<file path="src/rtl/uart_flags_params.svh">
// offsets, field positions and counts of the serial status flag block
`ifndef UART_FLAGS_PARAMS_SVH
`define UART_FLAGS_PARAMS_SVH
`define OFS_STATUS_ONE   4'h0
`define OFS_DATA_BUFFER  4'h4
`define OFS_CONTROL      4'h8
`define BIT_TX_EMPTY     7
`define BIT_TX_COMPLETE  6
`define BIT_RX_FULL      5
`define BIT_IDLE         4
`define BIT_OVERRUN      3
`define BIT_NOISE        2
`define BIT_FRAME_ERR    1
`define BIT_PARITY_ERR   0
`define CTL_BREAK_QUEUE  0
`define CTL_TX_ENABLE    1
`define CTL_PARITY_ON    2
`define CTL_PARITY_ODD   3
`define CTL_IDLE_AFTER   4
`define CTL_NINE_BIT     5
`define CTL_LIN_LONG     6
`define CTL_TX_IRQ_EN    7
`define STATUS_RESET     8'hc0
`define CONTROL_RESET    8'h00
`define CHAR_BITS_EIGHT  4'ha
`define CHAR_BITS_NINE   4'hb
`define RESP_OKAY        2'h0
`define RESP_SLVERR      2'h2
`endif

</file>
<file path="src/rtl/uart_flags_pkg.sv">
// types shared by the serial status flag block
package uart_flags_pkg;
   typedef logic [1:0] resp_t;
   typedef logic [7:0] flags_t;
   typedef enum logic [1:0] {
      reg_status,
      reg_data,
      reg_control,
      reg_none
   } reg_sel_t;
endpackage : uart_flags_pkg

</file>
<file path="src/rtl/uart_status_flags.sv">
// status register one of the serial port with its flag logic
//
// Added by the designer: the AXI4-Lite slave port and the register addresses.
`timescale 1ns/1ps
`include "uart_flags_params.svh"
module uart_status_flags (
   // clock and reset
   input  wire logic        aclk,
   input  wire logic        aresetn,
   // axi4-lite write address and data
   input  wire logic [3:0]  s_axi_awaddr,
   input  wire logic        s_axi_awvalid,
   output logic             s_axi_awready,
   input  wire logic [31:0] s_axi_wdata,
   input  wire logic [3:0]  s_axi_wstrb,
   input  wire logic        s_axi_wvalid,
   output logic             s_axi_wready,
   // axi4-lite write response
   output logic [1:0]       s_axi_bresp,
   output logic             s_axi_bvalid,
   input  wire logic        s_axi_bready,
   // axi4-lite read
   input  wire logic [3:0]  s_axi_araddr,
   input  wire logic        s_axi_arvalid,
   output logic             s_axi_arready,
   output logic [31:0]      s_axi_rdata,
   output logic [1:0]       s_axi_rresp,
   output logic             s_axi_rvalid,
   input  wire logic        s_axi_rready,
   // transmitter side
   input  wire logic        tx_shifter_load,
   input  wire logic        tx_busy,
   output logic [8:0]       tx_data,
   output logic             tx_data_wr,
   output logic             tx_preamble_req,
   output logic             break_queue_bit,
   output logic             tx_enable_bit,
   output logic             tx_irq,
   // receiver side
   input  wire logic        rx_start_det,
   input  wire logic        rx_sample_stb,
   input  wire logic        rx_sample_val,
   input  wire logic        rx_bit_end,
   input  wire logic        rx_bit_val,
   input  wire logic        rx_char_done,
   input  wire logic [8:0]  rx_char
);

   // control and flag state
   logic [7:0] ctl_ff;
   logic [7:0] flags_ff;
   logic [7:0] armed_ff;
   logic [8:0] rx_data_ff;
   logic [8:0] tx_data_ff;
   logic       tx_data_wr_ff;
   logic       tx_pre_ff;
   logic [3:0] idle_cnt_ff;
   logic       idle_armed_ff;
   logic       in_frame_ff;
   logic       have_first_ff;
   logic       first_val_ff;
   logic       noise_acc_ff;

   // bus state
   logic        bvalid_ff;
   logic [1:0]  bresp_ff;
   logic        rvalid_ff;
   logic [31:0] rdata_ff;
   logic [1:0]  rresp_ff;

   // decoded events
   logic wr_take;
   logic rd_take;
   uart_flags_pkg::reg_sel_t wr_sel;
   uart_flags_pkg::reg_sel_t rd_sel;
   logic status_rd;
   logic data_rd;
   logic data_wr;
   logic ctl_wr;
   logic te_rise;
   logic sbk_one;
   logic [7:0] nxt_ctl;
   logic       accept;
   logic       sample_bad;
   logic       parity_bad;
   logic [3:0] char_bits;
   logic [7:0] clr_mask;
   logic [7:0] set_mask;
   logic [7:0] nxt_flags;
   logic       idle_hit;

   // one address decoder serves both read and write channels
   function automatic uart_flags_pkg::reg_sel_t dec(input logic [3:0] a);
      case (a)
         `OFS_STATUS_ONE:  dec = uart_flags_pkg::reg_status;
         `OFS_DATA_BUFFER: dec = uart_flags_pkg::reg_data;
         `OFS_CONTROL:     dec = uart_flags_pkg::reg_control;
         default:          dec = uart_flags_pkg::reg_none;
      endcase
   endfunction : dec

   // write taken only with address and data together, one at a time
   assign wr_take       = s_axi_awvalid & s_axi_wvalid & ~bvalid_ff;
   assign s_axi_awready = wr_take;
   assign s_axi_wready  = wr_take;
   assign rd_take       = s_axi_arvalid & ~rvalid_ff;
   assign s_axi_arready = rd_take;
   assign wr_sel        = dec(s_axi_awaddr);
   assign rd_sel        = dec(s_axi_araddr);

   // access strobes; byte lane zero must be enabled for data and control
   assign status_rd = rd_take & (rd_sel == uart_flags_pkg::reg_status);
   assign data_rd   = rd_take & (rd_sel == uart_flags_pkg::reg_data);
   assign data_wr   = wr_take & s_axi_wstrb[0]
                    & (wr_sel == uart_flags_pkg::reg_data);
   assign ctl_wr    = wr_take & s_axi_wstrb[0]
                    & (wr_sel == uart_flags_pkg::reg_control);
   assign nxt_ctl   = ctl_wr ? s_axi_wdata[7:0] : ctl_ff;
   assign te_rise   = ctl_wr & ~ctl_ff[`CTL_TX_ENABLE]
                    & nxt_ctl[`CTL_TX_ENABLE];
   assign sbk_one   = ctl_wr & nxt_ctl[`CTL_BREAK_QUEUE];

   // write response: status one answers okay but stores nothing
   always_ff @(posedge aclk) begin
      if (!aresetn) begin
         bvalid_ff <= 1'b0;
         bresp_ff  <= `RESP_OKAY;
      end else if (wr_take) begin
         bvalid_ff <= 1'b1;
         bresp_ff  <= (wr_sel == uart_flags_pkg::reg_none) ?
                      `RESP_SLVERR : `RESP_OKAY;
      end else if (s_axi_bready) begin
         bvalid_ff <= 1'b0;
      end
   end

   // read data; status shows flag state, unmapped reads zero with error
   always_ff @(posedge aclk) begin
      if (!aresetn) begin
         rvalid_ff <= 1'b0;
         rdata_ff  <= 32'h0000_0000;
         rresp_ff  <= `RESP_OKAY;
      end else if (rd_take) begin
         rvalid_ff <= 1'b1;
         rresp_ff  <= `RESP_OKAY;
         case (rd_sel)
            uart_flags_pkg::reg_status:  rdata_ff <= {24'h0, flags_ff};
            uart_flags_pkg::reg_data:    rdata_ff <= {23'h0, rx_data_ff};
            uart_flags_pkg::reg_control: rdata_ff <= {24'h0, ctl_ff};
            default: begin
               rdata_ff <= 32'h0000_0000;
               rresp_ff <= `RESP_SLVERR;
            end
         endcase
      end else if (s_axi_rready) begin
         rvalid_ff <= 1'b0;
      end
   end

   assign s_axi_bvalid = bvalid_ff;
   assign s_axi_bresp  = bresp_ff;
   assign s_axi_rvalid = rvalid_ff;
   assign s_axi_rdata  = rdata_ff;
   assign s_axi_rresp  = rresp_ff;

   // control register
   always_ff @(posedge aclk) begin
      if (!aresetn) begin
         ctl_ff <= `CONTROL_RESET;
      end else begin
         ctl_ff <= nxt_ctl;
      end
   end

   // transmit buffer and one-cycle requests to the transmitter
   always_ff @(posedge aclk) begin
      if (!aresetn) begin
         tx_data_ff    <= 9'h000;
         tx_data_wr_ff <= 1'b0;
         tx_pre_ff     <= 1'b0;
      end else begin
         tx_data_wr_ff <= data_wr;
         tx_pre_ff     <= te_rise;
         if (data_wr) begin
            tx_data_ff <= s_axi_wdata[8:0];
         end
      end
   end

   assign tx_data         = tx_data_ff;
   assign tx_data_wr      = tx_data_wr_ff;
   assign tx_preamble_req = tx_pre_ff;
   assign break_queue_bit = ctl_ff[`CTL_BREAK_QUEUE];
   assign tx_enable_bit   = ctl_ff[`CTL_TX_ENABLE];
   // level request, follows the flag with no latch of its own
   assign tx_irq = flags_ff[`BIT_TX_EMPTY]
                 & ctl_ff[`CTL_TX_IRQ_EN];

   // noise: each sample is compared with the first of its bit
   assign sample_bad = rx_sample_stb & have_first_ff
                     & (rx_sample_val != first_val_ff);
   always_ff @(posedge aclk) begin
      if (!aresetn) begin
         have_first_ff <= 1'b0;
         first_val_ff  <= 1'b0;
         noise_acc_ff  <= 1'b0;
      end else begin
         if (rx_bit_end | rx_start_det) begin
            have_first_ff <= 1'b0;
         end else if (rx_sample_stb & ~have_first_ff) begin
            have_first_ff <= 1'b1;
            first_val_ff  <= rx_sample_val;
         end
         if (rx_start_det) begin
            noise_acc_ff <= 1'b0;
         end else if (sample_bad) begin
            noise_acc_ff <= 1'b1;
         end
      end
   end

   // parity over all received bits; odd select expects an odd total
   assign char_bits  = ctl_ff[`CTL_NINE_BIT] ?
                       `CHAR_BITS_NINE : `CHAR_BITS_EIGHT;
   assign parity_bad = ctl_ff[`CTL_PARITY_ON]
                     & ((ctl_ff[`CTL_NINE_BIT] ? ^rx_char : ^rx_char[7:0])
                        != ctl_ff[`CTL_PARITY_ODD]);

   // a character lands only if the buffer is free and long break is off
   assign accept = rx_char_done & ~flags_ff[`BIT_RX_FULL]
                 & ~ctl_ff[`CTL_LIN_LONG];

   always_ff @(posedge aclk) begin
      if (!aresetn) begin
         rx_data_ff <= 9'h000;
      end else if (accept) begin
         rx_data_ff <= rx_char;  // new data dropped on overrun
      end
   end

   // idle counter: high bit times since start bit, or since stop bit
   always_ff @(posedge aclk) begin
      if (!aresetn) begin
         idle_cnt_ff <= 4'h0;
         in_frame_ff <= 1'b0;
      end else begin
         if (rx_start_det) begin
            in_frame_ff <= 1'b1;
         end else if (rx_char_done) begin
            in_frame_ff <= 1'b0;
         end
         if (rx_start_det) begin
            idle_cnt_ff <= 4'h0;
         end else if (rx_char_done & ctl_ff[`CTL_IDLE_AFTER]) begin
            idle_cnt_ff <= 4'h0;  // stop bit not counted
         end else if (rx_bit_end) begin
            if (!rx_bit_val) begin
               idle_cnt_ff <= 4'h0;
            end else if (in_frame_ff & ctl_ff[`CTL_IDLE_AFTER]) begin
               idle_cnt_ff <= 4'h0;  // trailing ones ignored
            end else if (idle_cnt_ff != char_bits) begin
               idle_cnt_ff <= idle_cnt_ff + 4'h1;
            end
         end
      end
   end

   // idle fires once when the count reaches a full character time
   assign idle_hit = idle_armed_ff & (idle_cnt_ff == char_bits);

   // rearmed only by a character reaching the data register
   always_ff @(posedge aclk) begin
      if (!aresetn) begin
         idle_armed_ff <= 1'b0;
      end else if (accept) begin
         idle_armed_ff <= 1'b1;
      end else if (idle_hit) begin
         idle_armed_ff <= 1'b0;
      end
   end

   // flags that set this cycle
   always_comb begin
      set_mask = 8'h00;
      set_mask[`BIT_TX_EMPTY]    = tx_shifter_load;
      // a queuing access is activity already, else set would beat clear
      set_mask[`BIT_TX_COMPLETE] = flags_ff[`BIT_TX_EMPTY]
                                 & ~tx_busy & ~tx_data_wr_ff
                                 & ~(data_wr | te_rise | sbk_one);
      set_mask[`BIT_RX_FULL]     = accept;
      set_mask[`BIT_IDLE]        = idle_hit;
      set_mask[`BIT_OVERRUN]     = rx_char_done & flags_ff[`BIT_RX_FULL]
                                 & ~ctl_ff[`CTL_LIN_LONG];
   end

   // armed flags that the completing access clears
   always_comb begin
      clr_mask = 8'h00;
      if (data_wr) begin
         clr_mask[`BIT_TX_EMPTY]    = armed_ff[`BIT_TX_EMPTY];
      end
      if (data_wr | te_rise | sbk_one) begin
         clr_mask[`BIT_TX_COMPLETE] = armed_ff[`BIT_TX_COMPLETE];
      end
      if (data_rd) begin
         clr_mask[5:0] = armed_ff[5:0];
      end
   end

   // set wins over clear; noise, framing and parity flags are reloaded whole on transfer
   always_comb begin
      nxt_flags = (flags_ff & ~clr_mask) | set_mask;
      if (accept) begin
         nxt_flags[`BIT_NOISE]      = noise_acc_ff | sample_bad;
         nxt_flags[`BIT_FRAME_ERR]  = ~rx_bit_val;
         nxt_flags[`BIT_PARITY_ERR] = parity_bad;
      end
   end

   // status one has no write path, only these set and clear terms
   always_ff @(posedge aclk) begin
      if (!aresetn) begin
         flags_ff <= `STATUS_RESET;
      end else begin
         flags_ff <= nxt_flags;
      end
   end

   // arming: remember flags that were one at the status read
   always_ff @(posedge aclk) begin
      if (!aresetn) begin
         armed_ff <= 8'h00;
      end else if (status_rd) begin
         armed_ff <= flags_ff;
      end else begin
         armed_ff <= armed_ff & ~clr_mask;
      end
   end
endmodule : uart_status_flags
</file>
<file path="config.mk">
export PLATFORM = sky130hd
export DESIGN_NAME = uart_status_flags
export DESIGN_NICKNAME = d
export VERILOG_FILES = /design/src/rtl/uart_flags_pkg.sv /design/src/rtl/uart_status_flags.sv
export VERILOG_INCLUDE_DIRS = /design/src /design/src/rtl
export SDC_FILE = /design/constraint.sdc
export NUM_CORES = 1
export LEC_CHECK = 0
export BUFFER_PORTS_ARGS = -buffer_cell sky130_fd_sc_hd__buf_2
export CAP_MARGIN = 20
export CORE_UTILIZATION = 48
export CTS_CLUSTER_SIZE = 14
export DETAILED_ROUTE_END_ITERATION = 7
export GPL_TIMING_DRIVEN = 1
export PLACE_DENSITY = 0.84
export SLEW_MARGIN = 5
export SYNTH_ARGS = -nofsm -noshare
export SYNTH_HDL_FRONTEND = slang
export SYNTH_SLANG_ARGS = --single-unit
export TNS_END_PERCENT = 1
</file>
<file path="constraint.sdc">
create_clock -name aclk -period 2.1 [get_ports aclk]
set_input_delay 0.315 -clock aclk [delete_from_list [all_inputs] [get_ports aclk]]
set_output_delay 0.315 -clock aclk [all_outputs]
set_load 0.01 [all_outputs]
</file>
* Yosys cells after proc, flatten, opt, wreduce, memory -nomap -nowiden
Cells that the tools add are included.
Storage, ports and cells: output and inout bits 55, input port bits 68, flip-flop bits (word level) 91, word-level logic and storage cells 119
Operators by class: multiplexer cells 24, eq/ne operators 14, reduce and logical (&&, ||, !) cells 15, add/subtract/negate cells 1, bitwise logic cells 46
Operators by type and width (number):
- case mux 9 bit (3 select lines) | 1
- AND 1 bit | 26
- AND 8 bit | 2
- 2-to-1 mux 1 bit | 12
- 2-to-1 mux 4 bit | 3
- inverter 1 bit | 12
- case mux 2 bit (3 select lines) | 2
- XOR reduction 9 bit | 1
- == test 4 x 3 -> 1 bit, second input constant | 2
- == test 4 bit, second input constant | 2
- logical NOT 4 bit | 2
- 2-to-1 mux 8 bit | 1
- inverter 8 bit | 1
- bitwise OR 8 bit | 1
- nonzero test 2 bit | 4
- XOR reduction 8 bit | 1
- == test 2 bit, second input constant | 3
- 2-to-1 mux 2 bit | 3
- 2-to-1 mux 6 bit | 1
- OR reduction 3 bit | 2
- adder 4 x 1 -> 4 bit, second input constant | 1
- == test 2 x 1 -> 1 bit, second input constant | 2
- == test 4 bit | 1
- != test 4 bit | 1
- 7 further kinds | 13

* Logic depth before layout (Yosys ltp)
Gate-level depths: netlist of run 1.
depth in word-level cells 13, mapped depth 8

* Worst setup path before layout of run 1
OpenSTA, ideal clock, no wires.
path type reg-to-reg, start register bvalid_ff, in the netlist s_axi_bvalid, end register tx_data_ff[0], in the netlist tx_data[0], period minus slack after synthesis 1.531 ns, buffers on the path 3, cell stages (with the launch flop) 9, arrival time 1.404 ns, setup time 0.128 ns, path slack 0.569 ns, path through dfxtp_1 and3b_1 buf_6 nand3_2 or2_1 buf_6 buf_8 mux2i_1 nor2_1
On the way: word-level cells in the longest chain between the ends 4
Ends and longest elaborated chain:
- start: declaration | RTL line uart_status_flags.sv:65 | logic bvalid_ff;
- start signal: assignment | RTL line uart_status_flags.sv:126 | bvalid_ff <= 1'b0;
- start signal: assignment | RTL line uart_status_flags.sv:129 | bvalid_ff <= 1'b1;
- start signal: assignment | RTL line uart_status_flags.sv:133 | bvalid_ff <= 1'b0;
- inverter 1 bit | RTL line uart_status_flags.sv:103 | assign wr_take = s_axi_awvalid & s_axi_wvalid & ~bvalid_ff;
- AND 1 bit | RTL line uart_status_flags.sv:103
- net s_axi_awready | RTL line uart_status_flags.sv:13 | output logic s_axi_awready,
- AND 1 bit | RTL line uart_status_flags.sv:114 | assign data_wr = wr_take & s_axi_wstrb[0]
- AND 1 bit | RTL line uart_status_flags.sv:115 | & (wr_sel == uart_flags_pkg::reg_data);
- end signal: assignment | RTL line uart_status_flags.sv:185 | tx_data_ff <= s_axi_wdata[8:0];
- end: declaration | RTL line uart_status_flags.sv:54 | logic [8:0] tx_data_ff;
The timed path passes the listed nets, and every way through them passes these cells. A chain may end at the register's enable or synchronous reset.

* Worst setup path in the final report of run 1
start register rvalid_ff, in the netlist s_axi_rvalid, end output s_axi_arready
On the way: word-level cells in the longest chain between the ends 2
Ends and longest elaborated chain:
- start: declaration | RTL line uart_status_flags.sv:67 | logic rvalid_ff;
- start signal: assignment | RTL line uart_status_flags.sv:140 | rvalid_ff <= 1'b0;
- start signal: assignment | RTL line uart_status_flags.sv:144 | rvalid_ff <= 1'b1;
- start signal: assignment | RTL line uart_status_flags.sv:156 | rvalid_ff <= 1'b0;
- inverter 1 bit | RTL line uart_status_flags.sv:106 | assign rd_take = s_axi_arvalid & ~rvalid_ff;
- AND 1 bit | RTL line uart_status_flags.sv:106
- end: declaration | RTL line uart_status_flags.sv:25 | output logic s_axi_arready,
No other way between the ends.

==> results.ini, run 1 <==
[run_status]
run_status=completed

[routing]
number_of_remaining_drc_errors=0
wl_per_cell_um=13.0
vias=2508
final_antenna_net_count=0
detail_route.first_pass.iterations=4
route.final.wire_length_um=6410
drt_iter0_drc=151
via_density=5.08

[synthesis]
ys_warn_count=0
synth.avg_cell_area_um2=8.69
synth_seq_cells=66
post_synth_instance_area_mm2=0.00302
ys_seq_area_frac=0.438
post_synth_inst_count=347
netlist-cell-type-count=42

[clocking]
cts_hold_buffers=0
cts_sinks=66
max_h_tree_level=3
insertion_delay_ns=0.34
tritoncts=yes
cts_inserted_buffers=9
max-clock-path-buffers=2
clockRootBuffer=sky130_fd_sc_hd__clkbuf_8
clkSlewWorstSetupHoldPaths_ns=0.07
post_cts.resized_instances=0
postCtsSetupBuffers=0

[grt]
globalRoute.totalOverflow=0
initial_antenna_violation_count=0
use_met2=0.353
globalRouteMet1Util=0.243
track_usage=0.208
global_route.peak_usage_layer=met2
grt_pass1_wl_um=10400
grt_start_max_net_pins=49
vias_in_the_first_global_route=2330
groute.layer.met3.usage=0.0730

[sta]
setup_viol=0
slew_headroom=0.569
hold_violations=0
worstMarginPinSlew_ns=0.646
max_clock_freq_mhz=576
report.final.slew_viol_count=0
fin_worst_hold_slack_ns=0.157
finalWorstPathRequiredPeriod_ns=1.74
final.setup_skew_ns=0.00542
grt_setup_unrepaired=false
final.period_utilization=0.827
timing.setup.tns_ns=0

[worst_hold_path]
min-delay-path-class=in -> reg
min_delay_path_depth=2
hold_start=tx_shifter_load
endpoint_of_the_worst_hold_timing_path=flags_ff[7]

[worst_setup_path]
end_kind=primary output
timing.critical_path.from_type=flip-flop
required_time_of_the_critical_path_ns=1.78
crit_arrival_ns=1.42
timing.critical_path.fanout_max=8
worst-setup-path-type=reg -> out
critical_path.reg2reg.startpoint=s_axi_bvalid
reg2reg_to=tx_data[4]
reg2reg_setup_slack_ns=0.41
r2r.worst_path.cells=5

[die]
floorplan.die_area_mm2=0.00661
floorplan.die.width_um=81.3
core_area_mm2=0.00599
row_count=28
num_io_pins=123
chipHeight_um=81.3
initial_utilization=0.504

[flow_run]
max_cap_violations=0

[place]
buffers_on_ports=71
hpwlAfterDp_um=4530
gp_congestion=0.799

[layout]
antenna-diode-count=0
area_growth_pct=15.7
final_net_count=483
post_route_cells_drive_above_1_share=0.229
fillCellCount=547

[pwr]
total_leakage_power_nw=1.61
pwr_density_cell_mw_per_mm2=728
max-vdd-ir-drop_mv=0.481

[how the worst max path moves through the flow]
stage / start / cells after the start / slack, ns / end
6_report: s_axi_rvalid / 4 / 0.36 / s_axi_arready
5_1_grt: s_axi_bvalid / 5 / 0.27 / flags_ff[7]
4_1_cts: s_axi_rvalid / 4 / 0.35 / s_axi_arready
3_5_place_dp: s_axi_awvalid / 6 / 0.37 / tx_data[2]
3_3_place_gp: s_axi_awvalid / 6 / 0.43 / tx_data[3]
2_1_floorplan: s_axi_bvalid / 8 / 0.57 / tx_data[0]
[registers in the layout (all words and copies together) (netlist names)]
name and cells:
rx_data_ff 9, s_axi_rdata 9, tx_data 9, armed_ff 8, ctl_ff 8, flags_ff 8, idle_cnt_ff 4, first_val_ff 1
have_first_ff 1, idle_armed_ff 1, in_frame_ff 1, noise_acc_ff 1, s_axi_bresp 1, s_axi_bvalid 1, s_axi_rresp 1, s_axi_rvalid 1
tx_data_wr 1, tx_preamble_req 1
[worst max-delay path: stages, from the launching register on]
cell	delay [ns]
sky130_fd_sc_hd__dfxtp_1	0.35
sky130_fd_sc_hd__nand2b_1	0.30
sky130_fd_sc_hd__buf_4	0.24
sky130_fd_sc_hd__inv_1	0.06
sky130_fd_sc_hd__buf_2	0.13
[per-stage QoR]
step	worst slack, ns	util	total power [mW]	instance area, um2	instances
4_1_cts	0.349	0.583	2.56	3490	494
5_1_grt	0.269	0.583	2.64	3490	494
6_report	0.362	0.583	2.54	3490	494
3_5_place_dp	0.373	0.552	1.58	3310	478
3_3_place_gp	0.431	0.552	1.58	3310	478
2_1_floorplan	0.569	-	1.52	3110	371
[power by group]
part / leakage [nW] / switching, mW / total (mW) / internal, mW
clock network: 0.0965 / 0.460 / 0.982 / 0.523
registers: 0.536 / 0.0180 / 1.30 / 1.28
logic: 0.979 / 0.159 / 0.261 / 0.102
total: 1.61 / 0.637 / 2.54 / 1.90
[placed cells by master (no fill, tap or decap), drive strengths merged]
cell type and n:
nand2 35, nand4b 1, clkinv 2, nand3 9
nand3b 3, a221oi 1, dfxtp 66, and3b 1
o211ai 1, conb 25, buf 76, xnor2 9
a32oi 1, clkbuf 14, ha 1, a31oi 4
nor2 55, a221o 1, xor2 5, o21ai 14
a22oi 10, a21oi 22, a21o 1, a311oi 1
nand4 2, nor4b 1, nand2b 5, inv 8
or2 1, nor2b 11, mux2i 26, nor3 2
nor4 1, and2 2, a2111oi 1, or3 1
[logic make-up after synthesis]
| group | Yosys count | share of synthesized area |
|---|---|---|
| AO/OA/AOI/OAI | 57 | 0.121 |
| XOR/XNOR | 14 | 0.0406 |
| adder cells (fa/ha/maj) | 1 | 0.00415 |
| buffers and inverters | 52 | 0.109 |
| flip-flops | 66 | 0.438 |
| multiplexers | 26 | 0.0863 |
| other | 1 | 0.00124 |
| AND/OR/NAND/NOR | 130 | 0.200 |
[per-layer routing]
layer / wire length [um] / part of all wire
met3: 393 / 0.061
met4: 70 / 0.011
met2: 3020 / 0.47
met1: 2920 / 0.46
met5: 0 / 0
[area by class of cell]
cell class	instances	area, um2	share of cell area
flip-flops and latches	66	1320	0.378
repair buffers	76	405	0.116
well taps	75	93.8	0.0269
clock buffers	14	173	0.0495
clock inverters	2	10.0	0.00287
inverters	8	30.0	0.00860
multi-input cells	253	1460	0.418
[synth_stat cells (all sizes together)]
cell	instances	area share
nor3	2	0.0033
nand3b	3	0.0075
and2	2	0.0041
clkbuf	9	0.011
o21ai	14	0.023
inv	8	0.010
and3b	1	0.0029
nand2	35	0.044
or3	1	0.0021
nand2b	5	0.010
conb	1	0.0012
nand4b	1	0.0050
a221oi	1	0.0050
a2111oi	1	0.0091
buf	35	0.088
a21o	1	0.0025
nor2	55	0.068
nor4b	1	0.0029
nor4	1	0.0041
a31oi	4	0.0083
o211ai	1	0.0025
a32oi	1	0.0029
nor2b	11	0.023
ha	1	0.0041
a22oi	10	0.025
nand4	2	0.0041
or2	1	0.0021
nand3	9	0.017
xnor2	9	0.026
xor2	5	0.015
dfxtp	66	0.44
a21oi	22	0.037
a311oi	1	0.0029
a221o	1	0.0033
mux2i	26	0.086
Power figures use the tool's default switching activity.
==> run 2, diff against run 1 <==
- CORE_UTILIZATION: 48 -> 43
- PLACE_DENSITY: 0.84 -> 0.79
- clock period: 2.1 -> 1.4 ns (I/O delays scaled with it)
==> run 2 against run 1 <==
  * Total power is 69% higher
  * Count of clock-buffer cells in the layout down 2
  * Design area is 8.4% higher
  * Final cell count up 8.3%
  * Worst setup slack lost 0.36 ns
  * Via count rose by 3.7%
==> results.ini, run 2 (synthesized netlist as in run 1, its figures left out) <==
[run_status]
run_status=completed

[routing]
via_density=4.86  ; -4.2%
final_antenna_net_count=0  ; unchanged
wl_per_cell_um=13.1  ; +0.78%
route.final.wire_length_um=6990  ; +9.1%
vias=2602  ; +3.7%
detail_route.first_pass.iterations=4  ; unchanged
drt_iter0_drc=141  ; -6.6%
number_of_remaining_drc_errors=0  ; unchanged

[worst_setup_path]
crit_end=s_axi_wready
timing.critical_path.from_type=flip-flop
cp_slowest_stage_delay_ns=0.32  ; -0.03 ns
end_kind=primary output
timing.critical_path.slowest_stage_cell=sky130_fd_sc_hd__dfxtp_2
crit_arrival_ns=1.18  ; -0.24 ns
required_time_of_the_critical_path_ns=1.19  ; -0.59 ns
critPathBufInv=2  ; -1
worst-setup-path-type=reg -> out
crit_path_from=s_axi_bvalid
timing.critical_path.fanout_max=6  ; -2
reg2reg_to=tx_data[7]
critical_path.cell_chain=and3b_1 -> buf_4 -> buf_2
critical_path.reg2reg.startpoint=s_axi_bvalid
cp.depth=3  ; -1
reg2reg_setup_slack_ns=0.03  ; -0.38 ns
r2r.worst_path.cells=6  ; +1
cp_top_family=flip-flops

[sta]
grt_setup_unrepaired=true
slew_headroom=0.611  ; +0.0416
max_clock_freq_mhz=717
report.final.slew_viol_count=0  ; unchanged
setup_viol=0  ; unchanged
worstMarginPinSlew_ns=0.582  ; -0.0636 ns
final.period_utilization=0.996
final.setup_skew_ns=0.00585  ; +0.000425 ns
hold_violations=0  ; unchanged
finalWorstPathRequiredPeriod_ns=1.39
fin_worst_hold_slack_ns=0.0453  ; -0.112 ns

[grt]
initial_antenna_violation_count=0  ; unchanged
track_usage=0.196  ; -0.0125
grt_pass1_wl_um=11100  ; +6.8%
grt_start_max_net_pins=25  ; -49%
globalRoute.totalOverflow=0  ; unchanged
vias_in_the_first_global_route=2376  ; +2.0%

[die]
initial_utilization=0.444  ; -0.0595
chipHeight_um=85.8  ; +5.5%
core_area_mm2=0.00679  ; +13%
row_count=30  ; +7.1%
floorplan.die_area_mm2=0.00735  ; +11%
floorplan.die.width_um=85.8  ; +5.5%
num_io_pins=123  ; unchanged

[pwr]
power_report.internal_total_mw=3.26  ; +71%
total_leakage_power_nw=1.78  ; +10%
share_comb_of_total_power=0.104  ; about the same
pwr_density_cell_mw_per_mm2=1130  ; +56%
total_switching_power_mw=1.03  ; +62%
part_of_the_power_in_registers=0.454  ; -0.057
clk_pwr_share=0.442  ; +0.056
power_switching_share=0.241  ; -0.0100
max-vdd-ir-drop_mv=0.720  ; +50%

[clocking]
cts_inserted_buffers=9  ; unchanged
clkSlewWorstSetupHoldPaths_ns=0.07  ; about the same
cts_hold_buffers=0  ; unchanged
max_h_tree_level=3  ; unchanged
insertion_delay_ns=0.35  ; about the same
clockRootBuffer=sky130_fd_sc_hd__clkbuf_8
tritoncts=yes
cts_sinks=66  ; unchanged
max-clock-path-buffers=2  ; unchanged

[layout]
final_net_count=503  ; +4.1%
antenna-diode-count=0  ; unchanged
finalCoreUtilization=0.557  ; -0.0256
post_route_cells_drive_above_1_share=0.287  ; +0.0579
final_area_mm2=0.00378  ; +8.4%
mostFrequentLayoutCell=sky130_fd_sc_hd__buf_2
area_growth_pct=25.5
layout_common_cells=sky130_fd_sc_hd__buf_2 (71), sky130_fd_sc_hd__dfxtp_1 (63), sky130_fd_sc_hd__nor2_1 (55), sky130_fd_sc_hd__nand2_1 (34), sky130_fd_sc_hd__mux2i_1 (26)

[place]
gp_congestion=0.825  ; +3.3%
buffers_on_ports=71  ; unchanged
placed_area_mm2=0.00350  ; +5.9%
hpwlAfterDp_um=5110  ; +13%

[worst_hold_path]
min-delay-path-class=in -> reg
min_delay_path_depth=2  ; unchanged

[flow_run]
max_cap_violations=0  ; unchanged

run 2: layout make-up:
type	instances	area, um2
Clock buffer	12	165
Inverter	8	30.0
Multi-Input combinational cell	253	1490
Clock inverter	4	72.6
Sequential cell	66	1330
Timing Repair Buffer	96	584
Fill cell	609	3010
Tap cell	96	120
run 2: worst min path at each step:
stage	start	end	slack (ns)
floorplan	rx_bit_end	have_first_ff	0.29
global placement	tx_shifter_load	flags_ff[7]	0.40
detailed placement	tx_shifter_load	flags_ff[7]	0.41
CTS	tx_shifter_load	flags_ff[7]	0.04
global route	tx_shifter_load	flags_ff[7]	0.06
finish	tx_shifter_load	flags_ff[7]	0.05
run 2: through the flow:
| step | instances | total power, mW | setup TNS (ns) | worst slack [ns] |
|---|---|---|---|---|
| final | 535 | 4.29 | 0 | 0.00536 |
| after floorplan | 371 | 2.29 | -1.08 | -0.0858 |
| after global routing | 535 | 4.43 | -0.504 | -0.0676 |
| after CTS | 535 | 4.31 | -0.00521 | -0.00261 |
| after detailed placement | 518 | 2.42 | -0.181 | -0.0581 |
| after global placement | 518 | 2.41 | 0 | 0.0107 |
run 2: repair_timing:
action,in CTS,in global routing
resized for setup,5,7
setup endpoints to repair,14,19
buffers inserted,2,0
pin swaps,0,5
run 2: power by group through the flow:
stage	sequential [mW]	clock (mW)	combinational, mW
final	1.95	1.90	0.447
after global routing	1.95	1.99	0.492
after CTS	1.95	1.92	0.442
after detailed placement	1.99	0	0.431
after global placement	1.99	0	0.423
after floorplan	1.99	0	0.299
run 2: metal layers:
| layer | part of all wire | GRT usage | wire (um) | up-vias |
|---|---|---|---|---|
| met4 | 0.015 | 0.0818 | 108 | 0 |
| met5 | 0 | 0 | 0 | - |
| met3 | 0.043 | 0.0481 | 298 | 9 |
| met1 | 0.46 | 0.248 | 3200 | 1225 |
| met2 | 0.48 | 0.320 | 3380 | 82 |
| li1 | - | - | - | 1286 |
